[config.mk]
export PLATFORM = sky130hd
export DESIGN_NAME = dtc_dual_timer
export DESIGN_NICKNAME = d
export VERILOG_FILES = /design/src/dtc_pkg.sv /design/src/dtc_counter.sv /design/src/dtc_dual_timer.sv /design/src/dtc_pin_sync.sv
export VERILOG_INCLUDE_DIRS = /design/src
export SDC_FILE = /design/constraint.sdc
export NUM_CORES = 1
export LEC_CHECK = 0
export ABC_AREA = 1
export BUFFER_PORTS_ARGS = -buffer_cell sky130_fd_sc_hd__buf_2
export CAP_MARGIN = 20
export CELL_PAD_IN_SITES_DETAIL_PLACEMENT = 2
export CELL_PAD_IN_SITES_GLOBAL_PLACEMENT = 2
export CORE_MARGIN = 2
export CORE_UTILIZATION = 34
export DETAILED_ROUTE_END_ITERATION = 16
export PLACE_DENSITY = 0.79
export SYNTH_ARGS = -nofsm -noshare
export SYNTH_HDL_FRONTEND = slang
export SYNTH_SLANG_ARGS = --single-unit
[constraint.sdc]
create_clock -name sys_clk -period 3.5 [get_ports sys_clk]
set_input_delay 0.7 -clock sys_clk [delete_from_list [all_inputs] [get_ports sys_clk]]
set_output_delay 0.7 -clock sys_clk [all_outputs]
set_load 0.05 [all_outputs]
[src/dtc_defs.svh]
// Register offsets, field positions, reset values and counts for the dual timer block
`ifndef DTC_DEFS_SVH
`define DTC_DEFS_SVH

// ----------------------------------------------------------------------------
// Register offsets (byte addresses)
// ----------------------------------------------------------------------------
`define DTC_OFF_AUX_CTRL 8'h00
`define DTC_OFF_CORE_CTRL 8'h04
`define DTC_OFF_AUX_CNT 8'h08
`define DTC_OFF_CORE_CNT 8'h0C
`define DTC_OFF_CAPTURE_RELOAD_REG 8'h10
`define DTC_OFF_CAP_CTRL 8'h14

// ----------------------------------------------------------------------------
// Timer control fields
// ----------------------------------------------------------------------------
`define DTC_CTL_SEL_LSB 0
`define DTC_CTL_SEL_MSB 2
`define DTC_CTL_MODE_LSB 3
`define DTC_CTL_MODE_MSB 4
`define DTC_CTL_DIR 5
`define DTC_CTL_DIR_PIN_EN 6
`define DTC_CTL_RUN 7
`define DTC_CTL_EDGE_LSB 8
`define DTC_CTL_EDGE_MSB 9
`define DTC_CTL_OUT_EN 10
`define DTC_CTL_LATCH 11
`define DTC_CTL_RELOAD_EN 12

// ----------------------------------------------------------------------------
// Capture control fields
// ----------------------------------------------------------------------------
`define DTC_CAP_SRC_LSB 0
`define DTC_CAP_SRC_MSB 1
`define DTC_CAP_EDGE_LSB 2
`define DTC_CAP_EDGE_MSB 3
`define DTC_CAP_CLEAR 4
`define DTC_CAP_FIRST_IN 5
`define DTC_CAP_FIRST_DIR 6

// ----------------------------------------------------------------------------
// Reset values and widths
// ----------------------------------------------------------------------------
`define DTC_CTRL_RST 16'h0000
`define DTC_CNT_RST 16'h0000
`define DTC_CAP_RST 8'h00
`define DTC_PRESC_BITS 9
`define DTC_PRESC_BASE_SHIFT 2

`endif

[src/dtc_pkg.sv]
// Types shared by the dual timer block
package dtc_pkg;
	typedef enum logic [1:0] {
		DTC_MODE_TIMER,
		DTC_MODE_EXT,
		DTC_MODE_LATCH
	} dtc_mode_e;
	typedef enum logic [1:0] {
		DTC_EDGE_NONE,
		DTC_EDGE_RISE,
		DTC_EDGE_FALL,
		DTC_EDGE_BOTH
	} dtc_edge_e;
endpackage
[src/dtc_counter.sv]
// One 16-bit up/down timer with prescaler and source selection
`timescale 1ns/1ps
`include "dtc_defs.svh"
module dtc_counter #(
	parameter int WIDTH = 16
) (
	input wire logic sys_clk,
	input wire logic rst,
	input wire logic [15:0] ctrl,
	input wire logic ext_rise,
	input wire logic ext_fall,
	input wire logic latch_edge,
	input wire logic dir_level,
	input wire logic load_en,
	input wire logic [WIDTH-1:0] load_val,
	input wire logic clear,
	output logic [WIDTH-1:0] count,
	output logic wrap
);
	logic [`DTC_PRESC_BITS-1:0] presc_r;
	logic [`DTC_PRESC_BITS-1:0] presc_mask;
	logic tick;
	logic ext_tick;
	logic count_down;
	logic [WIDTH-1:0] count_r;
	dtc_pkg::dtc_mode_e mode;
	dtc_pkg::dtc_edge_e edge_sel;

	assign mode = dtc_pkg::dtc_mode_e'(ctrl[`DTC_CTL_MODE_MSB:`DTC_CTL_MODE_LSB]);
	assign edge_sel = dtc_pkg::dtc_edge_e'(ctrl[`DTC_CTL_EDGE_MSB:`DTC_CTL_EDGE_LSB]);
	// Divide by 4 at code 000b, doubling up to 512 at 111b
	assign presc_mask = (`DTC_PRESC_BITS'(1) << (4'(ctrl[`DTC_CTL_SEL_MSB:`DTC_CTL_SEL_LSB])
		+ 4'(`DTC_PRESC_BASE_SHIFT))) - `DTC_PRESC_BITS'(1);
	// Pin direction level inverts the software direction when enabled
	assign count_down = ctrl[`DTC_CTL_DIR] ^ (ctrl[`DTC_CTL_DIR_PIN_EN] & dir_level);

	always_ff @(posedge sys_clk) begin
		if (rst) begin
			presc_r <= '0;
		end else if (!ctrl[`DTC_CTL_RUN]) begin
			presc_r <= '0;
		end else if ((presc_r & presc_mask) == presc_mask) begin
			presc_r <= '0;
		end else begin
			presc_r <= presc_r + `DTC_PRESC_BITS'(1);
		end
	end

	always_comb begin
		ext_tick = 1'b0;
		unique case (edge_sel)
			dtc_pkg::DTC_EDGE_NONE: ext_tick = 1'b0;
			dtc_pkg::DTC_EDGE_RISE: ext_tick = ext_rise;
			dtc_pkg::DTC_EDGE_FALL: ext_tick = ext_fall;
			dtc_pkg::DTC_EDGE_BOTH: ext_tick = ext_rise | ext_fall;
		endcase
	end

	always_comb begin
		tick = 1'b0;
		if (ctrl[`DTC_CTL_RUN]) begin
			unique case (mode)
				dtc_pkg::DTC_MODE_TIMER: tick = ((presc_r & presc_mask) == presc_mask);
				dtc_pkg::DTC_MODE_EXT: tick = ext_tick;
				dtc_pkg::DTC_MODE_LATCH: tick = latch_edge;
				default: tick = 1'b0;
			endcase
		end
	end

	// Wraps at both 16-bit limits
	assign wrap = tick & (count_down ? (count_r == '0) : (count_r == '1));

	always_ff @(posedge sys_clk) begin
		if (rst) begin
			count_r <= '0;
		end else if (load_en) begin
			count_r <= load_val;
		end else if (clear) begin
			count_r <= '0;
		end else if (tick) begin
			count_r <= count_down ? count_r - WIDTH'(1) : count_r + WIDTH'(1);
		end
	end

	assign count = count_r;
endmodule

[src/dtc_dual_timer.sv]
// Auxiliary and core timers with toggle latch and capture/reload register
//
// Functional notes
// Timers count prescaled clock or pin events
// Software direction, optionally flipped by pin
// Toggle latch inverts on core wrap
// Latch clocks aux timer, drives pin
// Core wrap pulses cc timers, reloads core
// Capture pin edge copies aux timer
// Optional aux clear after capture
// Capture from first module core pins
// Select code sets divide 4 to 512
// 16-bit timers and register, wrapping
// Pins synchronised and edge detected first
// Core wrap pulse lasts one cycle
//
// Implementation choices: register access over Avalon-MM and the address map.
`timescale 1ns/1ps
`include "dtc_defs.svh"
module dtc_dual_timer #(
	parameter int WIDTH = 16
) (
	input wire logic sys_clk,
	input wire logic rst,
	input wire logic [7:0] avs_address,
	input wire logic avs_read,
	input wire logic avs_write,
	input wire logic [31:0] avs_writedata,
	input wire logic [3:0] avs_byteenable,
	output logic [31:0] avs_readdata,
	output logic avs_waitrequest,
	input wire logic aux_count_pin,
	input wire logic core_count_pin,
	input wire logic aux_dir_pin,
	input wire logic core_dir_pin,
	input wire logic capture_pin,
	input wire logic first_core_count_pin,
	input wire logic first_core_dir_pin,
	output logic toggle_out_pin,
	output logic cc_timer_a_tick,
	output logic cc_timer_b_tick
);
	// ------------------------------------------------------------------------
	// Declarations
	// ------------------------------------------------------------------------
	localparam int NPIN = 7;
	localparam int PIN_AUX_CNT = 0;
	localparam int PIN_CORE_CNT = 1;
	localparam int PIN_AUX_DIR = 2;
	localparam int PIN_CORE_DIR = 3;
	localparam int PIN_CAPTURE = 4;
	localparam int PIN_FIRST_CNT = 5;
	localparam int PIN_FIRST_DIR = 6;
	logic [15:0] aux_ctrl_r;
	logic [15:0] core_ctrl_r;
	logic [7:0] cap_ctrl_r;
	logic [WIDTH-1:0] capture_reload_r;
	logic core_toggle_latch_r;
	logic latch_prev_r;
	logic wait_r;
	logic [31:0] rdata_r;
	logic out_r;
	logic cca_r;
	logic ccb_r;
	logic [NPIN-1:0] pins;
	logic [NPIN-1:0] lvl;
	logic [NPIN-1:0] rise;
	logic [NPIN-1:0] fall;
	logic [WIDTH-1:0] aux_timer;
	logic [WIDTH-1:0] core_timer;
	logic core_wrap;
	logic core_reload;
	logic core_load;
	logic [WIDTH-1:0] core_load_val;
	logic aux_clear;
	logic hit_aux_ctrl;
	logic hit_core_ctrl;
	logic hit_aux_cnt;
	logic hit_core_cnt;
	logic hit_capture_reload_reg;
	logic hit_cap_ctrl;
	logic latch_edge;
	logic cap_pin_evt;
	logic cap_evt;
	logic sw_aux_wr;
	logic sw_core_wr;
	logic wr;
	logic rd;

	// ------------------------------------------------------------------------
	// Pin synchronisers
	// ------------------------------------------------------------------------
	assign pins = {first_core_dir_pin, first_core_count_pin, capture_pin,
		core_dir_pin, aux_dir_pin, core_count_pin, aux_count_pin};

	genvar gi;
	generate
		for (gi = 0; gi < NPIN; gi++) begin : g_sync
			dtc_pin_sync u_sync (
				.sys_clk(sys_clk),
				.rst(rst),
				.pin(pins[gi]),
				.level(lvl[gi]),
				.rise(rise[gi]),
				.fall(fall[gi])
			);
		end
	endgenerate

	// ------------------------------------------------------------------------
	// Bus slave
	// ------------------------------------------------------------------------
	function automatic logic [15:0] merge16(input logic [15:0] old, input logic [31:0] d,
		input logic [3:0] be);
		merge16 = {be[1] ? d[15:8] : old[15:8], be[0] ? d[7:0] : old[7:0]};
	endfunction

	// ------------------------------------------------------------------------
	// Address decode
	// ------------------------------------------------------------------------
	function automatic logic reg_hit(input logic [7:0] addr, input logic [7:0] off);
		reg_hit = (addr == off);
	endfunction

	assign hit_aux_ctrl = reg_hit(avs_address, `DTC_OFF_AUX_CTRL);
	assign hit_core_ctrl = reg_hit(avs_address, `DTC_OFF_CORE_CTRL);
	assign hit_aux_cnt = reg_hit(avs_address, `DTC_OFF_AUX_CNT);
	assign hit_core_cnt = reg_hit(avs_address, `DTC_OFF_CORE_CNT);
	assign hit_capture_reload_reg = reg_hit(avs_address, `DTC_OFF_CAPTURE_RELOAD_REG);
	assign hit_cap_ctrl = reg_hit(avs_address, `DTC_OFF_CAP_CTRL);

	// One wait cycle per access: a request is taken while wait_r is high
	assign wr = avs_write & wait_r;
	assign rd = avs_read & wait_r;
	assign sw_aux_wr = wr & hit_aux_cnt;
	assign sw_core_wr = wr & hit_core_cnt;

	// Waitrequest drops for the one cycle after a request is taken
	always_ff @(posedge sys_clk) begin
		if (rst) begin
			wait_r <= 1'b1;
		end else begin
			wait_r <= ~((avs_read | avs_write) & wait_r);
		end
	end

	always_ff @(posedge sys_clk) begin
		if (rst) begin
			aux_ctrl_r <= `DTC_CTRL_RST;
		end else if (wr && hit_aux_ctrl) begin
			aux_ctrl_r <= merge16(aux_ctrl_r, avs_writedata, avs_byteenable);
		end
	end

	always_ff @(posedge sys_clk) begin
		if (rst) begin
			core_ctrl_r <= `DTC_CTRL_RST;
		end else if (wr && hit_core_ctrl) begin
			core_ctrl_r <= merge16(core_ctrl_r, avs_writedata, avs_byteenable);
		end
	end

	always_ff @(posedge sys_clk) begin
		if (rst) begin
			cap_ctrl_r <= `DTC_CAP_RST;
		end else if (wr && hit_cap_ctrl && avs_byteenable[0]) begin
			cap_ctrl_r <= avs_writedata[7:0];
		end
	end

	always_ff @(posedge sys_clk) begin
		if (rst) begin
			rdata_r <= '0;
		end else if (rd) begin
			unique case (avs_address)
				`DTC_OFF_AUX_CTRL: rdata_r <= {16'h0000, aux_ctrl_r};
				`DTC_OFF_CORE_CTRL: rdata_r <= {16'h0000, core_ctrl_r[15:12],
					core_toggle_latch_r, core_ctrl_r[10:0]};
				`DTC_OFF_AUX_CNT: rdata_r <= {16'h0000, aux_timer};
				`DTC_OFF_CORE_CNT: rdata_r <= {16'h0000, core_timer};
				`DTC_OFF_CAPTURE_RELOAD_REG: rdata_r <= {16'h0000, capture_reload_r};
				`DTC_OFF_CAP_CTRL: rdata_r <= {24'h00_0000, cap_ctrl_r};
				default: rdata_r <= 32'h0000_0000;
			endcase
		end
	end

	assign avs_readdata = rdata_r;
	assign avs_waitrequest = wait_r;

	// ------------------------------------------------------------------------
	// Timers
	// ------------------------------------------------------------------------
	// Software load of the core timer wins over a wrap reload
	assign core_reload = core_wrap & core_ctrl_r[`DTC_CTL_RELOAD_EN];
	assign core_load = sw_core_wr | core_reload;
	assign core_load_val = sw_core_wr ? avs_writedata[WIDTH-1:0] : capture_reload_r;
	assign aux_clear = cap_evt & cap_ctrl_r[`DTC_CAP_CLEAR];

	dtc_counter #(.WIDTH(WIDTH)) u_aux (
		.sys_clk(sys_clk),
		.rst(rst),
		.ctrl(aux_ctrl_r),
		.ext_rise(rise[PIN_AUX_CNT]),
		.ext_fall(fall[PIN_AUX_CNT]),
		.latch_edge(latch_edge),
		.dir_level(lvl[PIN_AUX_DIR]),
		.load_en(sw_aux_wr),
		.load_val(avs_writedata[WIDTH-1:0]),
		.clear(aux_clear),
		.count(aux_timer),
		.wrap()
	);

	dtc_counter #(.WIDTH(WIDTH)) u_core (
		.sys_clk(sys_clk),
		.rst(rst),
		.ctrl(core_ctrl_r),
		.ext_rise(rise[PIN_CORE_CNT]),
		.ext_fall(fall[PIN_CORE_CNT]),
		.latch_edge(1'b0),
		.dir_level(lvl[PIN_CORE_DIR]),
		.load_en(core_load),
		.load_val(core_load_val),
		.clear(1'b0),
		.count(core_timer),
		.wrap(core_wrap)
	);

	// ------------------------------------------------------------------------
	// Toggle latch and outputs
	// ------------------------------------------------------------------------
	always_ff @(posedge sys_clk) begin
		if (rst) begin
			core_toggle_latch_r <= 1'b0;
		end else if (core_wrap) begin
			core_toggle_latch_r <= ~core_toggle_latch_r;
		end
	end

	always_ff @(posedge sys_clk) begin
		if (rst) begin
			latch_prev_r <= 1'b0;
		end else begin
			latch_prev_r <= core_toggle_latch_r;
		end
	end

	// Aux timer counts on either latch transition
	assign latch_edge = core_toggle_latch_r ^ latch_prev_r;

	always_ff @(posedge sys_clk) begin
		if (rst) begin
			out_r <= 1'b0;
		end else begin
			out_r <= core_toggle_latch_r & core_ctrl_r[`DTC_CTL_OUT_EN];
		end
	end

	// Both capture/compare ticks follow every core wrap
	always_ff @(posedge sys_clk) begin
		if (rst) begin
			cca_r <= 1'b0;
		end else begin
			cca_r <= core_wrap;
		end
	end

	always_ff @(posedge sys_clk) begin
		if (rst) begin
			ccb_r <= 1'b0;
		end else begin
			ccb_r <= core_wrap;
		end
	end

	assign toggle_out_pin = out_r;
	assign cc_timer_a_tick = cca_r;
	assign cc_timer_b_tick = ccb_r;

	// ------------------------------------------------------------------------
	// Capture
	// ------------------------------------------------------------------------
	always_comb begin
		cap_pin_evt = 1'b0;
		unique case (dtc_pkg::dtc_edge_e'(cap_ctrl_r[`DTC_CAP_EDGE_MSB:`DTC_CAP_EDGE_LSB]))
			dtc_pkg::DTC_EDGE_NONE: cap_pin_evt = 1'b0;
			dtc_pkg::DTC_EDGE_RISE: cap_pin_evt = rise[PIN_CAPTURE];
			dtc_pkg::DTC_EDGE_FALL: cap_pin_evt = fall[PIN_CAPTURE];
			dtc_pkg::DTC_EDGE_BOTH: cap_pin_evt = rise[PIN_CAPTURE] | fall[PIN_CAPTURE];
		endcase
	end

	assign cap_evt = cap_pin_evt
		| (cap_ctrl_r[`DTC_CAP_FIRST_IN] & (rise[PIN_FIRST_CNT] | fall[PIN_FIRST_CNT]))
		| (cap_ctrl_r[`DTC_CAP_FIRST_DIR] & (rise[PIN_FIRST_DIR] | fall[PIN_FIRST_DIR]));

	always_ff @(posedge sys_clk) begin
		if (rst) begin
			capture_reload_r <= `DTC_CNT_RST;
		end else if (wr && hit_capture_reload_reg) begin
			capture_reload_r <= merge16(capture_reload_r, avs_writedata, avs_byteenable);
		end else if (cap_evt) begin
			capture_reload_r <= aux_timer;
		end
	end
endmodule

[src/dtc_pin_sync.sv]
// Two-flop synchroniser with edge detection for one external pin
`timescale 1ns/1ps
module dtc_pin_sync (
	input wire logic sys_clk,
	input wire logic rst,
	input wire logic pin,
	output logic level,
	output logic rise,
	output logic fall
);
	logic meta_r;
	logic sync_r;
	logic last_r;

	always_ff @(posedge sys_clk) begin
		if (rst) begin
			meta_r <= 1'b0;
			sync_r <= 1'b0;
			last_r <= 1'b0;
		end else begin
			meta_r <= pin;
			sync_r <= meta_r;
			last_r <= sync_r;
		end
	end

	assign level = sync_r;
	assign rise = sync_r & ~last_r;
	assign fall = ~sync_r & last_r;
endmodule

==> flow_metrics.py, run 1 <==
metrics = {
    "global_routing": {
        "overflow": 0,
        "grt_pass1_vias": 9401,
        "grtUsageTotal": 0.250,
        "grt_pass1_wl_um": 52100,
        "antenna_found_initial": 0,
        "grt_max_degree": 64,
    },
    "placement": {
        "pre_cts_ws_ns": 0.374,
        "io_buffers": 56,
        "place_congestion": 0.828,
        "dpl.hpwl_um": 24700,
    },
    "clock_tree": {
        "clock-sinks": 145,
        "clk_latency_ns": 0.45,
        "post_cts_resized": 0,
        "h-tree-depth": 4,
        "clk_pin_slew_ns": 0.07,
        "root_buffer": "clkbuf_16",
        "cts_setup_buffers": 0,
        "cts_buffer_depth": 2,
        "cts_tree": "done",
        "cts_hold_buffers": 0,
        "cts_buffers": 17,
    },
    "logic_synthesis": {
        "synth-edff-count": 0,
        "synth_top_area_frac": 0.332,
        "synth_xor_area_frac": 0.0380,
        "synthAdderAreaFrac": 0.0675,
        "ys_async_sr_fraction": 0,
        "synth_top_family_by_area": "simple AND/OR/NAND/NOR gates",
        "syn_area_sq_mm": 0.00875,
        "yosys_warnings": 0,
        "ys.flop_type": "dfxtp_1",
        "synth_cells": 1264,
        "yosysUniqueCellTypes": 48,
        "ys_ff_latch": 145,
        "synthMuxAreaShare": 0,
        "yosys.area_share.simple": 0.263,
        "yosysTopAreaCell": "dfxtp_1",
        "ys_top_cells_by_area": "dfxtp_1, nand2_1, a21oi_1",
        "synth.yosys.seq_area_share": 0.332,
        "synth_compound_area_frac": 0.201,
        "syn_area_per_cell_sq_um": 6.92,
    },
    "routing": {
        "postRouteWirelength_um": 33000,
        "ant_nets": 0,
        "avgViaCountPerCell": 5.37,
        "drt_first_pass_iters": 5,
        "vias": 8910,
        "wl_per_cell_um": 19.9,
        "route.detailed.drc": 0,
        "drt_iter0_markers": 411,
    },
    "die": {
        "chipWidth_um": 164,
        "io_pins": 91,
        "rows": 58,
        "dieArea_sq_mm": 0.0270,
        "dieHeight_um": 164,
        "start_util": 0.346,
        "core_sq_mm": 0.0253,
    },
    "timing": {
        "finalWorstSetupSlack_ns": 0.345,
        "relSlewSlack": 0.470,
        "setup_viol": 0,
        "fin_setup_tns_ns": 0,
        "fmax_mhz": 317,
        "tightest_slew_ns": 0.795,
        "rsz0062_at_grt": "no",
        "drv_slew": 0,
        "finClkSkew_ns": 0.0122,
        "finalHoldViolCount": 0,
        "period_minus_slack_ns": 3.16,
        "final.period_utilization": 0.901,
    },
    "outcome": {
        "status": "completed",
    },
    "finish": {
        "syn_to_final_growth_pct": 13.2,
        "layout-drive-gt1-share": 0.112,
        "fin_nets": 1417,
        "fill_cells": 3060,
        "antenna_cells": 0,
    },
    "critical_path": {
        "cp_common_cell": "nand2_1",
        "worst-path-buf-inv": 2,
        "worst_path_max_delay_cell": "dfxtp_1",
        "crit_type": "flop to flop",
        "path_cells": "inv_2 -> ha_1 -> nor2_2 -> nand2_1 -> ha_1 -> o21ai_0 -> a21oi_1 -> o21ai_0 -> nand2_1 -> nor3_1 -> o21ai_2 -> nand2_1 -> buf_4 -> nand2_1 -> a21oi_1",
        "slowest_delay_ns": 0.48,
        "crit_path_end_kind": "flop",
        "cp.arrival_ns": 3.53,
        "cp_data_required_time_ns": 3.87,
        "crit_path_max_fanout": 10,
        "worst_setup_path_start_kind": "flop",
        "critical_path.top_delay_family": "simple AND/OR/NAND/NOR gates",
    },
    "power_and_ir_drop": {
        "p_total_mw": 3.75,
        "leakage_nw": 4.29,
        "p_per_area_mw_per_mm2": 378,
        "irDropWorstVdd_mv": 0.219,
    },
    "run": {
        "cap_violations": 0,
    },
    "worst_hold_path": {
        "hp-class": "flop to flop",
    },
}
routing by layer:
| layer | vias to the layer above | global-route usage | wire (um) |
|---|---|---|---|
| li1 | 4283 | - | - |
| met1 | 4435 | 0.335 | 15500 |
| met2 | 158 | 0.429 | 15800 |
| met3 | 34 | 0.0304 | 1100 |
| met4 | 0 | 0.0609 | 499 |
| met5 | - | 0 | 0 |
worst paths after layout:
kind,startpoint,endpoint,slack (ns),depth (start not counted)
setup / recovery,aux_ctrl_r[1]$_SDFFE_PP0P_,u_aux.count[9]$_SDFFE_PP0P_,0.34,15
hold / removal,g_sync[5].u_sync.meta_r$_SDFF_PP0_,g_sync[5].u_sync.level$_SDFF_PP0_,0.41,2
setup reg to reg,aux_ctrl_r[1]$_SDFFE_PP0P_,u_aux.count[9]$_SDFFE_PP0P_,0.34,15
hold reg to reg,g_sync[5].u_sync.meta_r$_SDFF_PP0_,g_sync[5].u_sync.level$_SDFF_PP0_,0.41,2
placed cells by master, fill, tap and decap left out, types with 17 or more instances in the layout:
master,Yosys,layout
xnor2_1,18,18
nor2_1,147,146
inv_1,128,128
o21ai_1,17,17
buf_2,14,56
nand3_1,65,65
dfxtp_1,145,145
o21ai_0,94,94
buf_4,19,20
o22ai_1,20,20
ha_1,44,44
xor2_1,20,20
nand2_1,259,259
clkbuf_16,0,17
a31oi_1,17,17
a21oi_1,112,112
power by group:
| group | total [mW] | switching [mW] | internal, mW |
|---|---|---|---|
| Combinational | 0.182 | 0.146 | 0.0354 |
| Clock | 1.90 | 0.884 | 1.02 |
| Sequential | 1.67 | 0.00625 | 1.66 |
synthesized netlist by cell type, types with 8 or more instances:
cell type and instances:
nand2_1 259, nor2_1 147, dfxtp_1 145, inv_1 128, a21oi_1 112, o21ai_0 94
nand3_1 65, ha_1 44, o22ai_1 20, xor2_1 20, buf_4 19, xnor2_1 18
a31oi_1 17, clkbuf_1 17, o21ai_1 17, a211oi_1 15, buf_2 14, nand4_1 11
nor3_1 11, inv_2 10, o31ai_1 9, nand3b_1 8
flip-flops by register name, indices dropped and copies added (netlist names):
register	flops
aux_ctrl_r	16
avs_readdata	16
capture_reload_r	16
u_aux.count	16
u_core.count	16
core_ctrl_r	15
u_aux.presc_r	9
u_core.presc_r	9
cap_ctrl_r	8
g_sync.u_sync.level	7
g_sync.u_sync.meta_r	7
g_sync.u_sync.last_r	5
avs_waitrequest	1
cc_timer_b_tick	1
core_toggle_latch_r	1
latch_prev_r	1
toggle_out_pin	1
layout make-up:
class / instances / area, sq um / share of cell area
clock buffer: 17 / 425 / 0.0430
inverter: 139 / 523 / 0.0528
clock inverter: 15 / 166 / 0.0168
multi-input combinational: 937 / 5040 / 0.509
sequential: 145 / 2900 / 0.293
tap: 330 / 413 / 0.0417
timing repair buffer: 76 / 430 / 0.0435
worst min-delay path: stages (launching register included):
cell,delay [ns]
dfxtp_1,0.30
inv_1,0.04
nor2_1,0.03
metrics by stage:
stage	area, sq um	hold WS [ns]	std cells	utilization
global route	9900	0.431	1659	0.392
global placement	9310	0.392	1627	0.369
detailed placement	9310	0.403	1627	0.369
CTS	9900	0.415	1659	0.392
floorplan	8800	0.388	1279	-
finish	9900	0.408	1659	0.392
cells by family (layout without fill, tap and decap cells):
kind of cell / Yosys count / after routing
AND/OR/NAND/NOR: 527 / 527
AO/OA/AOI/OAI: 310 / 310
buffers and inverters: 197 / 247
flip-flops: 145 / 145
adder cells (fa/ha/maj): 46 / 46
XOR/XNOR: 38 / 38
other: 1 / 16
Note: power is estimated with default switching activity, not from simulation.
==> run 2, diff against run 1 <==
Settings changed: PLACE_DENSITY 0.79 to not set, PLACE_DENSITY_LB_ADDON set to 0.1, SKIP_LAST_GASP set to 1.
==> run 2 against run 1 <==
Net effect:
- sequential power barely moved
- flip-flop and latch count did not move
- die area did not move
- wire length fell by 1.7%
- combinational power fell by 3%
- setup slack got worse by 0.023 ns
- hold slack improved by 0.0035 ns
- highest routed layer unchanged
==> flow_metrics.py, run 2 (synthesis results as in run 1) <==
metrics = {
    "finish": {
        "fin_nets": 1415,
        "layout_common_cells": "nand2_1, nor2_1, dfxtp_1",
        "mostFrequentLayoutCell": "nand2_1",
        "antenna_cells": 0,
        "final_cells": 1657,
        "syn_to_final_growth_pct": 13.4,
        "layout-drive-gt1-share": 0.110,
    },
    "routing": {
        "vias": 8866,
        "avgViaCountPerCell": 5.35,
        "drt_iter0_markers": 415,
        "drt_first_pass_iters": 5,
        "ant_nets": 0,
        "postRouteWirelength_um": 32400,
        "route.detailed.drc": 0,
        "wl_per_cell_um": 19.6,
    },
    "clock_tree": {
        "h-tree-depth": 4,
        "cts_tree": "done",
        "clk_pin_slew_ns": 0.08,
        "post_cts_resized": 0,
        "root_buffer": "clkbuf_16",
        "cts_buffers": 17,
        "cts_buffer_depth": 2,
        "clock-sinks": 145,
        "cts_hold_buffers": 0,
        "cts_setup_buffers": 0,
        "clk_latency_ns": 0.44,
    },
    "die": {
        "rows": 58,
        "dieHeight_um": 164,
        "start_util": 0.346,
        "io_pins": 91,
        "dieArea_sq_mm": 0.0270,
        "chipWidth_um": 164,
        "core_sq_mm": 0.0253,
    },
    "global_routing": {
        "overflow": 0,
        "grt_max_degree": 64,
        "grt_pass1_vias": 9148,
        "grtUsageTotal": 0.245,
        "antenna_found_initial": 0,
        "grt_pass1_wl_um": 51100,
    },
    "placement": {
        "dpl.hpwl_um": 24900,
        "place_congestion": 0.803,
        "dp_cells": 1625,
        "io_buffers": 56,
    },
    "critical_path": {
        "crit_path_end_kind": "flop",
        "cp.arrival_ns": 3.54,
        "worst_path_max_delay_cell": "dfxtp_1",
        "rrSetupSlack_ns": 0.32,
        "path_cells": "inv_2 -> ha_1 -> nor2_1 -> nand2_1 -> ha_1 -> o21ai_0 -> a21oi_1 -> o21ai_0 -> nand2_1 -> nor3_1 -> o21ai_2 -> nand2_1 -> buf_4 -> nand2_1 -> a21oi_1",
        "cp_data_required_time_ns": 3.86,
        "crit_path_max_fanout": 10,
        "cp_common_cell": "nand2_1",
        "worst_setup_path_start_kind": "flop",
        "crit_type": "flop to flop",
        "slowest_delay_ns": 0.48,
        "rr_worst_depth": 15,
    },
    "timing": {
        "period_minus_slack_ns": 3.18,
        "drv_slew": 0,
        "final.period_utilization": 0.908,
        "tightest_slew_ns": 0.788,
        "finalHoldViolCount": 0,
        "fin_setup_tns_ns": 0,
        "relSlewSlack": 0.475,
        "setup_viol": 0,
        "fmax_mhz": 315,
        "rsz0062_at_grt": "no",
        "finClkSkew_ns": 0.0109,
    },
    "run": {
        "cap_violations": 0,
    },
    "power_and_ir_drop": {
        "leakage_nw": 4.29,
        "irDropWorstVdd_mv": 0.277,
        "p_per_area_mw_per_mm2": 380,
    },
    "outcome": {
        "status": "completed",
    },
    "worst_hold_path": {
        "whs_path_depth": 2,
        "hp-class": "flop to flop",
    },
}
## run 2: changes by cell type in the layout (fill, tap and decap cells not counted), sizes merged
cell / before / now
buf: 76 / 74
bufinv: 1 / 0
clkinv: 6 / 7
## run 2: metal layers
metal	global-route usage	part of all wire	vias up
met5	0	0	-
met4	0.0530	0.013	0
met3	0.0274	0.021	27
met2	0.410	0.47	114
met1	0.341	0.50	4452
li1	-	-	4273
## run 2: area by class of cell
| class | count | area [sq um] |
|---|---|---|
| Fill cell | 3093 | 15300 |
| Multi-Input combinational cell | 937 | 5040 |
| Sequential cell | 145 | 2900 |
| Inverter | 139 | 523 |
| Clock buffer | 17 | 425 |
| Timing Repair Buffer | 74 | 415 |
| Tap cell | 330 | 413 |
| Clock inverter | 15 | 196 |
## run 2: final timing paths
check	endpoint	start
hold / removal	g_sync[0].u_sync.level$_SDFF_PP0_	g_sync[0].u_sync.meta_r$_SDFF_PP0_
setup / recovery	u_aux.count[13]$_SDFFE_PP0P_	aux_ctrl_r[1]$_SDFFE_PP0P_
setup reg to reg	u_aux.count[13]$_SDFFE_PP0P_	aux_ctrl_r[1]$_SDFFE_PP0P_
hold reg to reg	g_sync[0].u_sync.level$_SDFF_PP0_	g_sync[0].u_sync.meta_r$_SDFF_PP0_
## run 2: stage by stage
step | area [sq um] | util | setup slack [ns] | hold slack (ns) | power (mW)
3_5_place_dp | 9300 | 0.368 | 0.375 | 0.402 | 1.88
4_1_cts | 9920 | 0.393 | 0.326 | 0.416 | 3.80
2_1_floorplan | 8800 | - | 0.979 | 0.388 | 1.82
6_report | 9920 | 0.393 | 0.321 | 0.411 | 3.77
3_3_place_gp | 9300 | 0.368 | 0.496 | 0.398 | 1.88
5_1_grt | 9920 | 0.393 | 0.00844 | 0.443 | 3.88
## run 2: worst max-delay path: cells and delay by family, from the launching register on
family / cells / cell delay (ns)
and+or+nand+nor: 6 / 0.91
AOI/OAI and AO/OA: 5 / 0.81
DFF: 1 / 0.48
adders and majority gates: 2 / 0.60
buffers and inverters: 2 / 0.31
## run 2: power breakdown
group / leakage, nW / switching (mW) / internal, mW
registers: 1.17 / 0.00663 / 1.66
logic: 2.81 / 0.142 / 0.0351
clock network: 0.302 / 0.941 / 0.985
==> run 3, diff against run 2 <==
Settings changed: ABC_AREA 1 to not set, CORE_UTILIZATION 34 to 36.
==> run 3 against run 2 <==
Net effect:
- cell area decreased by 1.0%
- clock-buffer cell count increased by 3
- critical path depth decreased by 1
==> flow_metrics.py, run 3 <==
metrics = {
    "finish": {
        "final_cells": 1418,
        "antenna_cells": 0,
        "fin_util": 0.421,
        "layout_common_cells": "dfxtp_1, nand2_1, nor2_1",
        "fin_nets": 1187,
        "syn_to_final_growth_pct": 15.1,
        "layout-drive-gt1-share": 0.136,
        "mostFrequentLayoutCell": "dfxtp_1",
    },
    "timing": {
        "relSlewSlack": 0.545,
        "fmax_mhz": 304,
        "tightest_slew_ns": 0.681,
        "setup_viol": 0,
        "period_minus_slack_ns": 3.29,
        "drv_slew": 0,
        "rsz0062_at_grt": "yes",
        "final.period_utilization": 0.941,
        "finalHoldViolCount": 0,
        "finalWorstSetupSlack_ns": 0.205,
        "finClkSkew_ns": 0.0136,
    },
    "critical_path": {
        "crit_path_max_fanout": 18,
        "critical_path.top_delay_family": "simple AND/OR/NAND/NOR gates",
        "cp_common_cell": "ha_1",
        "reg2reg_from": "aux_ctrl_r[2]$_SDFFE_PP0P_",
        "crit_type": "flop to flop",
        "cp.arrival_ns": 3.62,
        "cp_data_required_time_ns": 3.83,
        "worst_setup_path_start_kind": "flop",
        "path_cells": "inv_1 -> ha_1 -> or4b_4 -> ha_1 -> o22ai_1 -> a21oi_1 -> o21ai_1 -> nor4_4 -> buf_4 -> a21oi_4 -> nand2_2 -> buf_12 -> nor2_1 -> a211oi_1",
        "worst_path_max_delay_cell": "or4b_4",
        "worst_r2r_endpoint": "u_aux.count[5]$_SDFFE_PP0P_",
        "worst-path-buf-inv": 3,
        "slowest_delay_ns": 0.53,
        "rrSetupSlack_ns": 0.21,
        "crit_path_end_kind": "flop",
        "rr_worst_depth": 14,
    },
    "worst_hold_path": {
        "hp-class": "flop to flop",
        "whs_path_depth": 1,
        "worstHoldStart": "g_sync[2].u_sync.meta_r$_SDFF_PP0_",
        "hold_path_end": "g_sync[2].u_sync.level$_SDFF_PP0_",
    },
    "run": {
        "cap_violations": 0,
    },
    "clock_tree": {
        "root_buffer": "clkbuf_16",
        "clk_latency_ns": 0.44,
        "clock-sinks": 145,
        "h-tree-depth": 4,
        "cts_buffers": 17,
        "clk_pin_slew_ns": 0.07,
        "cts_buffer_depth": 2,
        "cts_tree": "done",
    },
    "logic_synthesis": {
        "synth_top_family_by_area": "simple AND/OR/NAND/NOR gates",
        "synth_compound_area_frac": 0.197,
        "ys.flop_type": "dfxtp_1",
        "ys_top_cells_by_area": "dfxtp_1, ha_1, nand2_1",
        "post-synth-top-count-cell": "dfxtp_1",
        "synth-edff-count": 0,
        "synthAdderAreaFrac": 0.0692,
        "syn_area_sq_mm": 0.00853,
        "synthMuxAreaShare": 0.0669,
        "ys_ff_latch": 145,
        "syn_area_per_cell_sq_um": 8.22,
        "synth_top_area_frac": 0.340,
        "synthTopCellsByCount": "dfxtp_1, nand2_1, nor2_1",
        "synth_cells": 1038,
        "ys_async_sr_fraction": 0,
        "yosys_warnings": 0,
        "yosysTopAreaCell": "dfxtp_1",
        "synth.yosys.seq_area_share": 0.340,
        "yosys.area_share.simple": 0.225,
        "yosysUniqueCellTypes": 68,
        "synth_xor_area_frac": 0.0462,
    },
    "routing": {
        "ant_nets": 0,
        "route.detailed.drc": 0,
        "drt_first_pass_iters": 5,
        "wl_per_cell_um": 21.0,
        "vias": 7946,
        "postRouteWirelength_um": 29800,
        "drt_iter0_markers": 395,
        "avgViaCountPerCell": 5.60,
    },
    "power_and_ir_drop": {
        "leakage_nw": 3.68,
        "p_total_mw": 3.76,
        "irDropWorstVdd_mv": 0.234,
        "p_per_area_mw_per_mm2": 383,
    },
    "die": {
        "core_sq_mm": 0.0233,
        "chipWidth_um": 158,
        "start_util": 0.366,
        "rows": 56,
        "dieArea_sq_mm": 0.0249,
        "dieHeight_um": 158,
        "io_pins": 91,
    },
    "global_routing": {
        "overflow": 0,
        "grtUsageTotal": 0.249,
        "grt_pass1_vias": 8410,
        "antenna_found_initial": 0,
        "grt_pass1_wl_um": 47700,
        "grt_max_degree": 60,
    },
    "outcome": {
        "status": "completed",
    },
    "placement": {
        "dp_cells": 1385,
        "place_congestion": 0.849,
        "io_buffers": 56,
        "dpl.hpwl_um": 22400,
        "pre_cts_ws_ns": 0.00761,
    },
}
run 3: timing repair:
action / in CTS / in global routing
pin swaps: 1 / 1
endpoints found under the setup margin: 1 / 23
setup buffers: 0 / 1
hold buffers: 0 / 0
resized for setup: 0 / 9
run 3: worst max path at each step:
stage                                            from                             to  slack (ns)  depth (start not counted)
after floorplan           core_ctrl_r[6]$_SDFFE_PP0P_  u_core.count[14]$_SDFFE_PP0P_        0.03                         11
after detailed placement   aux_ctrl_r[2]$_SDFFE_PP0P_    u_aux.count[5]$_SDFFE_PP0P_       0.008                         13
after CTS                  aux_ctrl_r[2]$_SDFFE_PP0P_    u_aux.count[5]$_SDFFE_PP0P_        0.01                         13
after global placement     aux_ctrl_r[2]$_SDFFE_PP0P_   u_aux.count[15]$_SDFFE_PP0P_        0.16                         12
final                      aux_ctrl_r[2]$_SDFFE_PP0P_    u_aux.count[5]$_SDFFE_PP0P_        0.21                         14
after global routing      core_ctrl_r[6]$_SDFFE_PP0P_  u_core.count[12]$_SDFFE_PP0P_       -0.02                         12
run 3: report_power, final:
group	switching [mW]	leakage (nW)	internal, mW
registers	0.0138	1.17	1.67
clock network	0.766	0.285	1.07
logic	0.182	2.23	0.0584
total	0.962	3.68	2.80
run 3: routing by layer:
layer	share of wire	vias up	GRT usage
li1	-	3806	-
met1	0.47	3993	0.341
met2	0.48	130	0.418
met3	0.029	17	0.0318
met4	0.011	0	0.0537
met5	0	-	0
run 3: per-stage QoR:
| stage | instance area [sq um] | setup TNS (ns) | hold slack (ns) |
|---|---|---|---|
| floorplan | 8590 | 0 | 0.414 |
| global placement | 9190 | 0 | 0.415 |
| detailed placement | 9190 | 0 | 0.428 |
| CTS | 9770 | 0 | 0.449 |
| global route | 9810 | -0.0199 | 0.460 |
| finish | 9810 | 0 | 0.445 |
run 3: cells by family (layout without fill, tap and decap cells):
logic type,Yosys count,count (layout)
other,1,16
DFF,145,145
xor gates and xnor gates,45,45
muxes,46,46
and+or+nand+nor,404,404
AOI/OAI and AO/OA,246,246
adders and majority gates,46,46
buffers and inverters,105,151
run 3: area by class of cell:
cell class	count	area, sq um
Fill cell	2647	13500
Multi-Input combinational cell	803	5250
Sequential cell	145	2900
Timing Repair Buffer	90	576
Clock buffer	20	447
Tap cell	319	399
Clock inverter	12	131
Inverter	29	109
run 3: worst register-to-register path: cells and delay by family (launching register included):
kind	cells	cell delay, ns
AND/OR/NAND/NOR	4	1.01
adder cells (fa/ha/maj)	2	0.60
AO/OA/AOI/OAI	5	0.66
flip-flops	1	0.40
buffers and inverters	3	0.49
